--- config.mk ---
export PLATFORM = sky130hd
export DESIGN_NAME = fsi_status_indicator
export DESIGN_NICKNAME = d
export VERILOG_FILES = /design/src/rtl/fsi_pkg.sv /design/src/rtl/fsi_status_indicator.sv
export SDC_FILE = /design/constraint.sdc
export NUM_CORES = 1
export LEC_CHECK = 0
export BUFFER_PORTS_ARGS = -buffer_cell sky130_fd_sc_hd__buf_4
export CAP_MARGIN = 30
export CORE_UTILIZATION = 53
export DETAILED_ROUTE_END_ITERATION = 10
export PLACE_DENSITY = 0.7
export SYNTH_ARGS = -nofsm -noshare
export SYNTH_HDL_FRONTEND = slang
export SYNTH_SLANG_ARGS = --single-unit
--- constraint.sdc ---
create_clock -name clk -period 3.8 [get_ports clk]
set_input_delay 0.57 -clock clk [delete_from_list [all_inputs] [get_ports clk]]
set_output_delay 0.57 -clock clk [all_outputs]
set_load 0.005 [all_outputs]
--- src/rtl/fsi_pkg.sv ---
// Constants for the field-bus I/O status indicator block.
// Assumes a single system clock; timing counts derive from its rate.
package fsi_pkg;
	localparam int unsigned CLK_HZ = 250_000_000;
	localparam int unsigned TICK_HZ = 1000;
	localparam int unsigned MS_CYCLES = CLK_HZ / TICK_HZ;
	localparam int unsigned CH_COUNT = 8;
	// Times in milliseconds, then counter widths in bits
	localparam int unsigned FLASH_MS = 200;
	localparam int unsigned GAP_MS = 1000;
	localparam int unsigned ERASE_ON_MS = 100;
	localparam int unsigned ERASE_OFF_MS = 400;
	localparam int unsigned ERASE_TOTAL_MS = 5000;
	localparam int unsigned SWERR_ON_MS = 400;
	localparam int unsigned SWERR_OFF_MS = 800;
	localparam int unsigned PHASE_W = 13;
	localparam int unsigned CNT_W = 3;
	// Network protocol state encoding
	localparam logic [1:0] NET_PREOP = 2'h0;
	localparam logic [1:0] NET_STOP = 2'h1;
	localparam logic [1:0] NET_FWUPD = 2'h2;
	localparam logic [1:0] NET_OPER = 2'h3;
	// Expansion bus state encoding
	localparam logic [1:0] XB_RESET = 2'h0;
	localparam logic [1:0] XB_PREOP = 2'h1;
	localparam logic [1:0] XB_OPER = 2'h2;
	// Flash counts
	localparam logic [CNT_W-1:0] N_ONE = 3'h1;
	localparam logic [CNT_W-1:0] N_TWO = 3'h2;
	localparam logic [CNT_W-1:0] N_THREE = 3'h3;
	localparam logic [CNT_W-1:0] N_FOUR = 3'h4;
	typedef enum logic [2:0] {
		FSI_ST_IDLE = 3'b001,
		FSI_ST_RUN = 3'b010,
		FSI_ST_DONE = 3'b100
	} fsi_erase_t;
endpackage

--- src/rtl/fsi_status_indicator.sv ---
// Status indicator logic: network, block, expansion bus and channel lamps.
// Assumes all status inputs are synchronous levels from the node's logic.
// Contract
// - One lamp per channel, lit when active.
// - Green network lamp follows protocol state.
// - Red dark normally, blinks on bad configuration.
// - Error passive gives single red flash.
// - Guard or heartbeat event gives double flash.
// - Sync timeout gives triple red flash.
// - Process data timeout gives quadruple flash.
// - Bus off lights red steadily.
// - Erase ready blinks green 100/400 for 5s.
// - Booted steady green; dark without supply.
// - Bit-rate detection alternates green and red.
// - Erase confirm: two red flashes, gap.
// - Fixed bit-rate confirm: three red flashes.
// - Bad switch selection blinks red 400/800.
// - Block I/O error lights steady red.
// - Expansion green lamp follows bus state.
// - Output short or overcurrent: single red flash.
// - Supply out of range: double red flash.
// - Error or reset lights expansion red.
// - Stored bit-rate confirmed by three flashes.
`timescale 1ns/1ps
module fsi_flash_gen
	import fsi_pkg::*;
#(
	parameter int unsigned FLASH = FLASH_MS,
	parameter int unsigned GAP = GAP_MS
) (
	input wire logic clk,
	input wire logic resetn,
	input wire logic tick,
	input wire logic [CNT_W-1:0] count,
	output logic lamp
);
	// Runs count flashes of FLASH ms on / FLASH ms off, last off stretched to GAP
	localparam logic [PHASE_W-1:0] FL = PHASE_W'(FLASH);
	localparam logic [PHASE_W-1:0] GP = PHASE_W'(GAP);

	logic [PHASE_W-1:0] ms_q;
	logic [CNT_W-1:0] idx_q;
	logic on_q;
	logic [CNT_W-1:0] idx_next_w;
	logic last_w;
	logic [PHASE_W-1:0] limit_w;
	logic phase_end_w;

	assign idx_next_w = idx_q + CNT_W'(1);
	assign last_w = idx_next_w >= count;
	assign limit_w = on_q ? FL : (last_w ? GP : FL);
	// Phase ends on the tick that completes it, so each phase lasts whole ticks
	assign phase_end_w = tick && (ms_q + PHASE_W'(1) >= limit_w);

	always_ff @(posedge clk or negedge resetn) begin
		if (!resetn) begin
			ms_q <= '0;
			idx_q <= '0;
			on_q <= 1'b1;
			lamp <= 1'b0;
		end else begin
			lamp <= on_q && (count != '0);
			if (count == '0) begin
				ms_q <= '0;
				idx_q <= '0;
				on_q <= 1'b1;
			end else if (phase_end_w) begin
				ms_q <= '0;
				on_q <= !on_q;
				if (!on_q) begin
					idx_q <= last_w ? '0 : idx_next_w;
				end
			end else if (tick) begin
				ms_q <= ms_q + PHASE_W'(1);
			end
		end
	end
endmodule

module fsi_lamp_flop (
	input wire logic clk,
	input wire logic resetn,
	input wire logic lit,
	output logic lamp
);
	always_ff @(posedge clk or negedge resetn) begin
		if (!resetn) begin
			lamp <= 1'b0;
		end else begin
			lamp <= lit;
		end
	end
endmodule

module fsi_status_indicator
	import fsi_pkg::*;
#(
	parameter int unsigned CHANNELS = CH_COUNT,
	parameter int unsigned MS_DIV = MS_CYCLES
) (
	input wire logic clk,
	input wire logic resetn,
	input wire logic [CHANNELS-1:0] channel_active,
	input wire logic [1:0] net_state,
	input wire logic cfg_invalid,
	input wire logic err_passive,
	input wire logic guard_event,
	input wire logic sync_timeout,
	input wire logic process_data_object_timeout,
	input wire logic bus_off,
	input wire logic supply_ok,
	input wire logic boot_done,
	input wire logic erase_ready,
	input wire logic bitrate_detect,
	input wire logic erase_confirm,
	input wire logic bitrate_stored,
	input wire logic switch_invalid,
	input wire logic block_io_error,
	input wire logic [1:0] xbus_state,
	input wire logic out_short,
	input wire logic io_supply_bad,
	input wire logic xblock_error,
	input wire logic xblock_reset,
	output logic [CHANNELS-1:0] channel_lamp,
	output logic net_green,
	output logic net_red,
	output logic blk_green,
	output logic blk_red,
	output logic xbus_green,
	output logic xblk_red
);
	localparam int unsigned DIV_W = $clog2(MS_DIV + 1);
	localparam logic [DIV_W-1:0] DIV_LAST = DIV_W'(MS_DIV - 1);
	localparam logic [PHASE_W-1:0] ERASE_LAST = PHASE_W'(ERASE_TOTAL_MS - 1);
	logic [DIV_W-1:0] div_q;
	logic tick_q;
	logic div_wrap_w;

	assign div_wrap_w = (div_q == DIV_LAST);
	always_ff @(posedge clk or negedge resetn) begin
		if (!resetn) begin
			div_q <= '0;
			tick_q <= 1'b0;
		end else begin
			tick_q <= div_wrap_w;
			div_q <= div_wrap_w ? '0 : div_q + DIV_W'(1);
		end
	end

	// Channel lamps are one flop behind the channel state
	for (genvar c = 0; c < CHANNELS; c++) begin : g_chan
		fsi_lamp_flop u_lamp (
			.clk(clk),
			.resetn(resetn),
			.lit(channel_active[c]),
			.lamp(channel_lamp[c])
		);
	end

	// State decodes shared by the lamp selection
	logic net_is_preop_w;
	logic net_is_stop_w;
	logic net_is_fwupd_w;
	logic net_is_oper_w;
	logic xb_is_reset_w;
	logic xb_is_preop_w;
	logic xb_is_oper_w;
	assign net_is_preop_w = (net_state == NET_PREOP);
	assign net_is_stop_w = (net_state == NET_STOP);
	assign net_is_fwupd_w = (net_state == NET_FWUPD);
	assign net_is_oper_w = (net_state == NET_OPER);
	assign xb_is_reset_w = (xbus_state == XB_RESET);
	assign xb_is_preop_w = (xbus_state == XB_PREOP);
	assign xb_is_oper_w = (xbus_state == XB_OPER);

	// Shared pattern generators
	logic blink200_w;
	logic blink_erase_w;
	logic blink_sw_w;
	logic net_g_flash_w;
	logic net_r_flash_w;
	logic blk_r_flash_w;
	logic xb_flash_w;
	logic xr_flash_w;
	logic [CNT_W-1:0] net_g_cnt_w;
	logic [CNT_W-1:0] net_r_cnt_w;
	logic [CNT_W-1:0] blk_r_cnt_w;
	logic [CNT_W-1:0] xb_cnt_w;
	logic [CNT_W-1:0] xr_cnt_w;
	logic erase_active_w;

	// Equal on and off with a count of one is a plain blink
	fsi_flash_gen #(.FLASH(FLASH_MS), .GAP(FLASH_MS)) u_blink200 (
		.clk(clk),
		.resetn(resetn),
		.tick(tick_q),
		.count(N_ONE),
		.lamp(blink200_w)
	);
	fsi_flash_gen #(.FLASH(ERASE_ON_MS), .GAP(ERASE_OFF_MS)) u_blink_erase (
		.clk(clk),
		.resetn(resetn),
		.tick(tick_q),
		.count(erase_active_w ? N_ONE : CNT_W'(0)),
		.lamp(blink_erase_w)
	);
	fsi_flash_gen #(.FLASH(SWERR_ON_MS), .GAP(SWERR_OFF_MS)) u_blink_sw (
		.clk(clk),
		.resetn(resetn),
		.tick(tick_q),
		.count(switch_invalid ? N_ONE : CNT_W'(0)),
		.lamp(blink_sw_w)
	);

	assign net_g_cnt_w = net_is_stop_w ? N_ONE :
		net_is_fwupd_w ? N_THREE : CNT_W'(0);
	fsi_flash_gen u_net_g (
		.clk(clk),
		.resetn(resetn),
		.tick(tick_q),
		.count(net_g_cnt_w),
		.lamp(net_g_flash_w)
	);

	// Severity order: process data, sync, guard, passive; bus off overrides all
	assign net_r_cnt_w = process_data_object_timeout ? N_FOUR :
		sync_timeout ? N_THREE :
		guard_event ? N_TWO :
		err_passive ? N_ONE : CNT_W'(0);
	fsi_flash_gen u_net_r (
		.clk(clk),
		.resetn(resetn),
		.tick(tick_q),
		.count(net_r_cnt_w),
		.lamp(net_r_flash_w)
	);

	assign blk_r_cnt_w = bitrate_stored ? N_THREE :
		erase_confirm ? N_TWO : CNT_W'(0);
	fsi_flash_gen u_blk_r (
		.clk(clk),
		.resetn(resetn),
		.tick(tick_q),
		.count(blk_r_cnt_w),
		.lamp(blk_r_flash_w)
	);

	assign xb_cnt_w = xb_is_reset_w ? N_ONE : CNT_W'(0);
	fsi_flash_gen u_xb (
		.clk(clk),
		.resetn(resetn),
		.tick(tick_q),
		.count(xb_cnt_w),
		.lamp(xb_flash_w)
	);

	assign xr_cnt_w = io_supply_bad ? N_TWO : out_short ? N_ONE : CNT_W'(0);
	fsi_flash_gen u_xr (
		.clk(clk),
		.resetn(resetn),
		.tick(tick_q),
		.count(xr_cnt_w),
		.lamp(xr_flash_w)
	);

	// Erase window: 5 s from the rising edge of erase_ready, then hold off
	fsi_erase_t er_q;
	logic [PHASE_W-1:0] er_ms_q;
	logic er_done_w;
	assign erase_active_w = (er_q == FSI_ST_RUN);
	assign er_done_w = tick_q && (er_ms_q == ERASE_LAST);
	always_ff @(posedge clk or negedge resetn) begin
		if (!resetn) begin
			er_q <= FSI_ST_IDLE;
			er_ms_q <= '0;
		end else begin
			case (er_q)
				FSI_ST_IDLE: begin
					er_ms_q <= '0;
					if (erase_ready) er_q <= FSI_ST_RUN;
				end
				FSI_ST_RUN: begin
					if (!erase_ready) er_q <= FSI_ST_IDLE;
					else if (er_done_w) er_q <= FSI_ST_DONE;
					else if (tick_q) er_ms_q <= er_ms_q + PHASE_W'(1);
				end
				FSI_ST_DONE: begin
					if (!erase_ready) er_q <= FSI_ST_IDLE;
				end
				default: er_q <= FSI_ST_IDLE;
			endcase
		end
	end

	// Lamp selection
	logic net_g_w;
	logic net_r_w;
	logic blk_g_w;
	logic blk_r_w;
	logic xb_g_w;
	logic xr_w;
	logic net_r_flashing_w;
	logic blk_r_flashing_w;
	logic blk_g_blocked_w;
	assign net_r_flashing_w = (net_r_cnt_w != '0);
	assign blk_r_flashing_w = (blk_r_cnt_w != '0);
	// Any red display on the block lamp except bit-rate detection keeps its green half dark
	assign blk_g_blocked_w = block_io_error || switch_invalid || blk_r_flashing_w;
	assign net_g_w = net_is_oper_w ? 1'b1 :
		net_is_preop_w ? blink200_w : net_g_flash_w;
	assign net_r_w = bus_off ? 1'b1 :
		net_r_flashing_w ? net_r_flash_w :
		cfg_invalid ? blink200_w : 1'b0;
	// Block lamp: errors win over confirmations, those over start-up displays
	assign blk_r_w = !supply_ok ? 1'b0 :
		block_io_error ? 1'b1 :
		switch_invalid ? blink_sw_w :
		blk_r_flashing_w ? blk_r_flash_w :
		bitrate_detect ? !blink200_w : 1'b0;
	assign blk_g_w = !supply_ok ? 1'b0 :
		blk_g_blocked_w ? 1'b0 :
		bitrate_detect ? blink200_w :
		erase_active_w ? blink_erase_w :
		(er_q == FSI_ST_DONE) ? 1'b0 :
		boot_done;
	assign xb_g_w = xb_is_oper_w ? 1'b1 :
		xb_is_preop_w ? blink200_w : xb_flash_w;
	assign xr_w = (xblock_error || xblock_reset) ? 1'b1 : xr_flash_w;

	always_ff @(posedge clk or negedge resetn) begin
		if (!resetn) begin
			net_green <= 1'b0;
			net_red <= 1'b0;
			blk_green <= 1'b0;
			blk_red <= 1'b0;
			xbus_green <= 1'b0;
			xblk_red <= 1'b0;
		end else begin
			net_green <= net_g_w;
			net_red <= net_r_w;
			blk_green <= blk_g_w;
			blk_red <= blk_r_w;
			xbus_green <= xb_g_w;
			xblk_red <= xr_w;
		end
	end
endmodule

==> impl_metrics.tcl, run 1 <==
set metrics [dict create \
    status "finished, final reports clean" \
    cts_max_level 4 \
    async_flop_share_pct 100 \
    met3_usage_pct 3.98 \
    clkTransAtPathRegs_ns 0.07 \
    ant_nets 0 \
    setup_tns_ns 0 \
    grt-ovfl-total 0 \
    cts_root_buffer "clkbuf_16" \
    syn_avg_cell_area_sq_um 9.28 \
    post_cts_buffers 0 \
    cts_buffer_depth 2 \
    busiest_layer "met2" \
    cts_tree "done" \
    worstPathRequired_ns 4.17 \
    hold_buffers 0 \
    setup_violations 0 \
    gp_congestion 0.860 \
    synth_seq_cells 190 \
    fmax_ghz 0.281 \
    cp-start-kind "register" \
    insertion_delay_ns 0.44 \
    crit_type "register to register" \
    route.vias.total 8753 \
    path_buf_inv 1 \
    cp_max_fo 17 \
    timing.rr.start "er_q[2]" \
    critPathLaunch "er_q[2]" \
    path_cells "nor3_1 -> ha_1 -> nor2_1 -> nand3_1 -> nand2b_1 -> inv_1 -> ha_1 -> a211oi_1 -> nor2b_1 -> a311oi_1 -> o21ai_0 -> o2111ai_1 -> nor2_1 -> mux2_2" \
    ir_worst_vdd_mv 0.301 \
    seq_area_frac_synth_pct 42.8 \
    fp-row-count 52 \
    pre_cts_ws_ns 0.220 \
    hold_path_class "primary input to async pin" \
    pin_count 46 \
    num-nets-final 1310 \
    fp.coreArea_sq_um 20400 \
    drt_wl_total_um 22000 \
    synth_edf_count 0 \
    die_h_um 147 \
    power_switching_mw 1.45 \
    syn-num-nets 1287 \
    total_power_mw 4.89 \
    grt_max_degree 73 \
    start_util_pct 54.5 \
    area_delta_synth_final_pct 10.1 \
    leakage_nw 5.46 \
    die_w_um 147 \
    period_minus_slack_ns 3.56 \
    syn-cell-area_sq_um 11100 \
    drive_gt1_share_pct 10.8 \
    diodes 0 \
    drtIter0Drc 386 \
    antenna_found_initial 0 \
    setup.worst_path.end_class "register" \
    viasPerCell 5.81 \
    numCtsBuffers 17 \
    maxCapViolCount 0 \
    dr.pass1.iters 5 \
    pwr-share-clk_pct 35.1 \
    cp_slowest_cell "dfrtp_1" \
    drc 0 \
    synth_cell_types 77 \
    rsz0062_at_grt "no" \
    skew_ns 0.0105 \
    sequentialPowerShare_pct 49.3 \
    synth_cells 1200 \
    grt_usage_pct 21.4 \
    cp_data_arrival_time_ns 3.93 \
    hold_violations 0 \
    cp_top_family "simple AND/OR/NAND/NOR gates" \
    synthFlopType "dfrtp_1" \
    hpwlAfterDp_um 15100 \
    power_density_nw_per_um2 399 \
    synth_warnings 0 \
    p_int_mw 3.45 \
    wl_per_cell_um 14.6 \
    cts_resized 0 \
    grt_pass1_wl_um 38200 \
    grt_use_met1_pct 30.0 \
    period_share_pct 93.6 \
    switching_share_pct 29.6 \
    fp.dieArea_sq_um 21600 \
    worst_slack_ns 0.242 \
    critPathMaxStageDelay_ns 0.54 \
    clock-sinks 190 \
    p_comb_share_pct 15.6 \
    report.final.slew_viol_count 0 \
    grt_pass1_vias 8111 \
    slew_headroom_pct 38.7 \
    use_met2_pct 34.2 \
    worst_pin_slew_ns 0.916 \
    numPortBuffers 45 \
]
-- final timing paths --
check,endpoint,slack (ns),depth (start not counted)
setup / recovery,u_blink_erase.ms_q[0],0.24,14
min in group clk,g_chan[1].u_lamp.lamp,0.24,1
hold / removal,u_net_g.ms_q[4],0.07,1
max in group asynchronous,u_blk_r.on_q,2.86,2
hold reg to reg,u_blink200.lamp,0.41,0
setup reg to reg,u_blink_erase.ms_q[0],0.24,14
-- through the flow --
stage	hold WS (ns)	area, sq um	util (%)	std cells
2_1_floorplan	0.274	11100	-	1200
3_3_place_gp	0.400	11700	57.2	1473
3_5_place_dp	0.401	11700	57.3	1474
4_1_cts	0.0818	12300	60.0	1506
5_1_grt	0.0965	12300	60.0	1506
6_report	0.0650	12300	60.0	1506
-- cell usage in the layout, fill, tap and decap left out, types with 5 or more instances in the layout --
cell type / n
nor4_1: 19
o32ai_1: 6
nor3b_1: 8
mux2i_1: 9
o22ai_1: 6
a211oi_1: 12
o2bb2ai_1: 12
nand4_1: 19
buf_4: 65
clkbuf_16: 17
inv_1: 29
a21o_1: 18
dfrtp_1: 181
nor2b_1: 29
nand3b_1: 5
nor4b_1: 8
nand2_1: 119
or4_1: 6
ha_1: 55
xor2_1: 27
mux2_2: 8
o21a_1: 8
o31ai_1: 5
xnor2_1: 35
nor3_1: 43
or3_1: 18
dfstp_2: 9
and2_1: 30
nand2b_1: 15
nor2_1: 83
clkbuf_8: 5
nand3_1: 54
a22o_1: 30
a21oi_1: 35
a31oi_1: 7
o21ai_0: 70
or2_2: 8
and3_1: 45
o211ai_1: 5
-- power by group through the flow --
stage	Sequential [mW]	Combinational, mW	Clock (mW)
after CTS	2.41	0.770	1.77
final	2.41	0.765	1.72
after floorplan	2.33	0.630	0
after detailed placement	2.44	0.763	0
after global routing	2.45	0.874	1.84
after global placement	2.44	0.743	0
-- routing by layer --
metal	vias to the layer above	routed length, um
li1	4400	-
met1	4175	10900
met2	159	10100
met3	19	791
met4	0	194
met5	-	0
-- synth_stat cells, types with 10 or more instances --
master       n  share of area (%)
nor2b_1     29                1.6
buf_2       12               0.54
clkbuf_1    40                1.3
ha_1        55                6.2
nand3_1     54                2.4
o21ai_0     70                3.1
nand4_1     19                1.1
nand2_1    119                4.0
o2bb2ai_1   12               0.94
buf_4       10               0.67
xnor2_1     35                2.8
a21oi_1     35                1.6
xor2_1      27                2.1
dfrtp_1    181                 41
nor4_1      19                1.1
a22o_1      30                2.4
nor3_1      43                1.9
nand2b_1    15               0.84
a211oi_1    12               0.81
nor2_1      83                2.8
a21o_1      18                1.2
and2_1      30                1.7
inv_1       29               0.98
or3_1       18                1.0
and3_1      45                2.5
-- final cells by class --
type / count / area [sq um]
well taps: 270 / 338
flip-flops and latches: 190 / 4770
clock buffers: 22 / 484
inverters: 29 / 109
multi-input cells: 917 / 5960
fillers: 1742 / 8170
clock inverters: 10 / 80.1
repair buffers: 68 / 527
-- worst register-to-register path: cells and delay by family (launching register included) --
family	cells	cell delay [ns]
compound gates	4	0.79
fa+ha+maj	2	0.61
buf+inv	1	0.07
flops	1	0.54
mux	1	0.22
simple gates	6	1.25
-- state kept, by name (all words and copies together), names as in the netlist, 8 cells and up --
name and count:
div_q 18, er_ms_q 13, g_chan.u_lamp.lamp 8, u_blink200.ms_q 13, u_blink_erase.ms_q 13, u_blink_sw.ms_q 13, u_blk_r.ms_q 13, u_net_g.ms_q 13
u_net_r.ms_q 13, u_xb.ms_q 13, u_xr.ms_q 13
-- cell families (layout without fill, tap and decap cells) --
kind of cell | after synthesis | count (layout) | synth area share [%]
fa+ha+maj | 55 | 55 | 6.18
buf+inv | 93 | 129 | 3.67
mux | 17 | 17 | 1.62
xor+xnor | 62 | 62 | 4.88
flops | 190 | 190 | 42.8
simple gates | 530 | 530 | 25.1
compound gates | 253 | 253 | 15.7
Note: power is estimated with default switching activity, not from simulation.
==> inputs of run 2 (changes only) <==
==> constraint.sdc (replaced) <==
create_clock -name clk -period 3.8 [get_ports clk]
set_input_delay 0 -clock clk [delete_from_list [all_inputs] [get_ports clk]]
set_output_delay 0 -clock clk [all_outputs]
set_load 0.005 [all_outputs]
==> run 2 against run 1 <==
Effect of this change: clock skew decreased by 0.0025 ns; largest power group unchanged; power increased by 3.9%; critical path depth increased by 1; highest routed layer unchanged; combinational power about the same; largest cell class unchanged; maximum frequency increased by 4.2%; via count increased by 0.71%; sequential power about the same.
==> impl_metrics.tcl, run 2 (synthesis gave the netlist of run 1 again) <==
set metrics [dict create \
    status "finished, final reports clean" \
    clock-sinks 190 \
    grt_usage_pct 21.8 \
    r2r-end "u_blink_erase.ms_q[2]" \
    grt-ovfl-total 0 \
    diodes 0 \
    final_cells 1529 \
    route.vias.total 8815 \
    fmax_ghz 0.293 \
    fp-row-count 52 \
    dp.cells 1470 \
    numCtsBuffers 17 \
    post_cts_buffers 0 \
    power_density_nw_per_um2 404 \
    fp.coreArea_sq_um 20400 \
    grt_use_met1_pct 31.2 \
    report.final.slew_viol_count 0 \
    area_delta_synth_final_pct 12.9 \
    period_minus_slack_ns 3.41 \
    num-nets-final 1333 \
    ir_worst_vdd_mv 0.289 \
    cp-start-kind "primary input" \
    total_power_mw 5.08 \
    setup_tns_ns 0 \
    drc 0 \
    met3_usage_pct 3.63 \
    cp_top_family "compound AO/OA/AOI/OAI gates" \
    setup.worst_path.end_class "register" \
    largest_register "div_q" \
    cp_data_arrival_time_ns 3.79 \
    worstHoldEndpoint "u_xr.ms_q[1]" \
    critPathMaxStageDelay_ns 0.53 \
    antenna_found_initial 0 \
    fillers 1729 \
    gp_congestion 0.876 \
    busiest_layer "met2" \
    final_util_pct 61.6 \
    slew_headroom_pct 39.5 \
    start_util_pct 54.5 \
    final_common_cell "dfrtp_1" \
    cts_root_buffer "clkbuf_16" \
    worstPathRequired_ns 4.17 \
    setup_violations 0 \
    use_met2_pct 34.9 \
    die_h_um 147 \
    worst_pin_slew_ns 0.904 \
    viasPerCell 5.77 \
    path_common_cell "ha_1" \
    grt_pass1_wl_um 39100 \
    min_from "io_supply_bad" \
    timing.rr.start "er_q[1]" \
    cts_buffer_depth 2 \
    drtIter0Drc 433 \
    cp_slowest_cell "dlygate4sd3_1" \
    drt_wl_total_um 22100 \
    cts_tree "done" \
    cp_max_fo 13 \
    cts_max_level 4 \
    hold_violations 0 \
    clkTransAtPathRegs_ns 0.07 \
    worst-path-stages 15 \
    die_w_um 147 \
    hpwlAfterDp_um 15100 \
    leakage_nw 5.59 \
    place_area_sq_um 11700 \
    insertion_delay_ns 0.43 \
    wl_per_cell_um 14.5 \
    grt_pass1_vias 8355 \
    fp.dieArea_sq_um 21600 \
    period_share_pct 89.8 \
    maxCapViolCount 0 \
    grt_max_degree 82 \
    numPortBuffers 45 \
    r2r_cells 16 \
    hold_depth 4 \
    final_area_sq_um 12600 \
    largest_register_ffs 18 \
    layout_common_cells "dfrtp_1 (181), nand2_1 (119), nor2_1 (82), o21ai_0 (70), buf_4 (61)" \
    path_buf_inv 3 \
    path_cells "dlygate4sd3_1 -> buf_4 -> inv_1 -> ha_1 -> ha_1 -> nand2b_1 -> a211oi_1 -> or2_2 -> ha_1 -> o21ai_0 -> a211oi_1 -> o2bb2ai_1 -> a21o_1 -> nor2_1 -> mux2_2" \
    rsz0062_at_grt "no" \
    skew_ns 0.00801 \
    ant_nets 0 \
    drive_gt1_share_pct 10.5 \
    r2r_setup_slack_ns 0.47 \
    hold_path_class "primary input to register" \
    pin_count 46 \
    crit_type "primary input to register" \
    dr.pass1.iters 5 \
]
-- run 2: area by class of cell --
class | instances | area (sq um) | share of cell area (%)
clock buffer | 18 | 439 | 3.49
tap | 270 | 338 | 2.69
sequential | 190 | 4770 | 37.9
multi-input combinational | 917 | 5970 | 47.5
inverter | 29 | 109 | 0.866
clock inverter | 14 | 189 | 1.50
timing repair buffer | 91 | 767 | 6.10
-- run 2: what timing repair did --
item                       CTS  global route
hold endpoints to repair   104             0
resized for setup            0             2
setup endpoints to repair    0             5
hold buffers                27             0
-- run 2: worst max-delay path by stage --
stage / start / slack, ns / endpoint
finish: net_state[0] / 0.39 / u_net_g.ms_q[0]
CTS: net_state[0] / 0.43 / u_net_g.ms_q[0]
detailed placement: er_q[1] / 0.45 / u_blink_erase.ms_q[0]
floorplan: er_q[1] / 0.59 / u_blink_erase.idx_q[0]
global placement: er_q[1] / 0.66 / u_blink_erase.ms_q[0]
global route: er_q[1] / 0.04 / u_blink_erase.ms_q[6]
-- run 2: tightest hold or removal path: cells and delay by family --
family          cells  cell delay [ns]
compound gates      2             0.22
buf+inv             1             0.10
simple gates        1             0.07
-- run 2: metal layers --
metal,wire length [um],part of all wire [%],vias to the layer above
met2,10300,46,133
met4,164,0.74,0
li1,-,-,4445
met3,699,3.2,15
met5,0,0,-
met1,11000,50,4222
-- run 2: per-stage QoR --
| stage | setup WS [ns] | hold WS, ns |
|---|---|---|
| final | 0.386 | 0.00935 |
| after global routing | 0.0381 | 0.0518 |
| after CTS | 0.427 | 0.0114 |
| after detailed placement | 0.447 | 0.0453 |
| after global placement | 0.657 | 0.0460 |
| after floorplan | 0.592 | -0.296 |
-- run 2: where the power goes --
part           total [mW]  internal (mW)  switching [mW]
clock                1.91           1.08           0.827
sequential           2.41           2.18           0.232
combinational       0.767          0.351           0.416
==> inputs of run 3 (changes only) <==
- PLACE_DENSITY: 0.7 -> 0.73
==> run 3 against run 2 <==
Effect of this change: die area is the same; hold slack gained 0.0064 ns; core utilization shrank 0.061 points; via count grew 0.23%; clock power shrank 4%; flip-flop and latch count is the same.
==> impl_metrics.tcl, run 3 (synthesis gave the netlist of run 1 again) <==
set metrics [dict create \
    post_cts_buffers 0 \
    report.final.slew_viol_count 0 \
    area_delta_synth_final_pct 12.8 \
    ir_worst_vdd_mv 0.265 \
    pwr-share-clk_pct 36.5 \
    setup_violations 0 \
    layout_common_cells "dfrtp_1 (181), nand2_1 (119), nor2_1 (82), o21ai_0 (70), buf_4 (62)" \
    place_area_sq_um 11700 \
    final_common_cell "dfrtp_1" \
    path_cells "dlygate4sd3_1 -> buf_4 -> inv_1 -> ha_1 -> ha_1 -> nand2b_1 -> a211oi_1 -> or2_2 -> ha_1 -> o21ai_0 -> a211oi_1 -> o2bb2ai_1 -> a21o_1 -> nor2_1 -> mux2_2" \
    pin_count 46 \
    crit_type "primary input to register" \
    grt-ovfl-total 0 \
    largest_register_ffs 18 \
    r2r_setup_slack_ns 0.37 \
    period_minus_slack_ns 3.46 \
    start_util_pct 54.5 \
    power_density_nw_per_um2 398 \
    critPathMaxStageDelay_ns 0.53 \
    maxCapViolCount 0 \
    drive_gt1_share_pct 10.6 \
    path_buf_inv 3 \
    status "finished, final reports clean" \
    path_common_cell "ha_1" \
    drt_wl_total_um 22100 \
    grt_max_degree 79 \
    numCtsBuffers 17 \
    grt_pass1_wl_um 39100 \
    timing.rr.start "er_q[1]" \
    fmax_ghz 0.289 \
    wl_per_cell_um 14.4 \
    switching_share_pct 29.1 \
    cp_max_fo 13 \
    hold_path_class "primary input to register" \
    wl_met2_um 10600 \
    r2r-end "u_blink_erase.ms_q[0]" \
    cts_tree "done" \
    hpwlAfterDp_um 14800 \
    r2r_cells 15 \
    final_area_sq_um 12600 \
    ant_nets 0 \
    grt_usage_pct 21.6 \
    total_power_mw 5.00 \
    cp-start-kind "primary input" \
    hold_violations 0 \
    drc 0 \
    route.vias.total 8835 \
    dp.cells 1470 \
    cts_root_buffer "clkbuf_16" \
    period_share_pct 91.0 \
    p_int_mw 3.55 \
    power_switching_mw 1.46 \
    die_h_um 147 \
    gp_congestion 0.881 \
    grt_pass1_vias 8374 \
    dr.pass1.iters 6 \
    fp-row-count 52 \
    sequentialPowerShare_pct 48.2 \
    cts_max_level 4 \
    worst_pin_slew_ns 0.931 \
    leakage_nw 5.57 \
    final_cells 1530 \
    clkTransAtPathRegs_ns 0.07 \
    p_comb_share_pct 15.3 \
    largest_register "div_q" \
    viasPerCell 5.77 \
    num-nets-final 1334 \
    fp.coreArea_sq_um 20400 \
    rsz0062_at_grt "no" \
    skew_ns 0.0107 \
    cp_data_arrival_time_ns 3.77 \
    cp_slowest_cell "dlygate4sd3_1" \
    diodes 0 \
    drtIter0Drc 465 \
    slew_headroom_pct 37.7 \
    die_w_um 147 \
    cp_top_family "compound AO/OA/AOI/OAI gates" \
    cts_buffer_depth 2 \
    setup_tns_ns 0 \
    clock-sinks 190 \
    wl_met1_um 10600 \
    maxUsedRoutingLayer "met4" \
    numPortBuffers 45 \
    met3WireLength_um 623 \
    worstHoldEndpoint "u_net_r.on_q" \
    fp.dieArea_sq_um 21600 \
    setup.worst_path.end_class "register" \
    worstPathRequired_ns 4.12 \
    min_from "err_passive" \
    hold_depth 4 \
    antenna_found_initial 0 \
    insertion_delay_ns 0.43 \
]
==> run 3: cell types whose count changed in the layout (fill, tap and decap cells not counted), sizes merged <==
cell	previous run	this run
bufinv	3	2
clkbuf	19	21
clkinv	1	2
clkinvlp	1	4
inv	38	34
==> run 3: what timing repair did <==
item / in CTS / in global routing
endpoints found under the setup margin: 0 / 5
hold endpoints to repair: 97 / 0
gates resized for setup: 0 / 2
hold buffers: 27 / 0
==> run 3: how the worst max path moves through the flow <==
stage / startpoint / end / slack, ns / depth (start not counted)
after global routing: er_q[1] / u_blink_erase.ms_q[0] / 0.09 / 15
after floorplan: er_q[1] / u_blink_erase.idx_q[0] / 0.59 / 17
final: net_state[0] / u_net_g.ms_q[0] / 0.34 / 15
after global placement: er_q[1] / u_blink_erase.ms_q[0] / 0.34 / 15
after detailed placement: er_q[1] / u_blink_erase.ms_q[0] / 0.18 / 15
after CTS: er_q[1] / u_blink_erase.ms_q[0] / 0.16 / 15
==> run 3: metrics by stage <==
stage | worst slack (ns) | hold WS, ns | util, %
after CTS | 0.159 | 0.000693 | 61.4
after global routing | 0.0935 | 0.0549 | 61.5
after global placement | 0.340 | 0.0335 | 57.1
final | 0.341 | 0.0158 | 61.5
after floorplan | 0.592 | -0.296 | -
after detailed placement | 0.183 | 0.0366 | 57.1
==> run 3: layout make-up <==
cell class | instances | area [sq um]
clock buffer | 19 | 453
clock inverter | 13 | 153
fill | 1711 | 7870
inverter | 29 | 109
multi-input combinational | 917 | 5970
sequential | 190 | 4770
tap | 270 | 338
timing repair buffer | 92 | 777
==> run 3: metal layers <==
layer,track usage [%],up-vias
li1,-,4451
met1,29.5,4231
met2,35.9,135
met3,3.32,18
met4,6.13,0
met5,0,-
==> run 3: worst register-to-register path, stage by stage (launching register included) <==
cell,delay [ns]
dfrtp_1,0.41
inv_1,0.11
nor3_1,0.26
ha_1,0.27
nor2_1,0.10
nand3_1,0.12
nand2b_1,0.11
inv_1,0.06
ha_1,0.32
a211oi_1,0.26
nor2b_1,0.17
a311oi_1,0.06
o21ai_0,0.25
o2111ai_2,0.33
nor2_2,0.33
mux2_2,0.20
==> run 3: power groups by stage <==
stage / Clock (mW) / Combinational, mW / Sequential [mW]
after floorplan: 0 / 0.630 / 2.33
after global placement: 0 / 0.714 / 2.43
after detailed placement: 0 / 0.739 / 2.44
after CTS: 1.88 / 0.770 / 2.41
after global routing: 1.96 / 0.867 / 2.45
final: 1.83 / 0.768 / 2.41
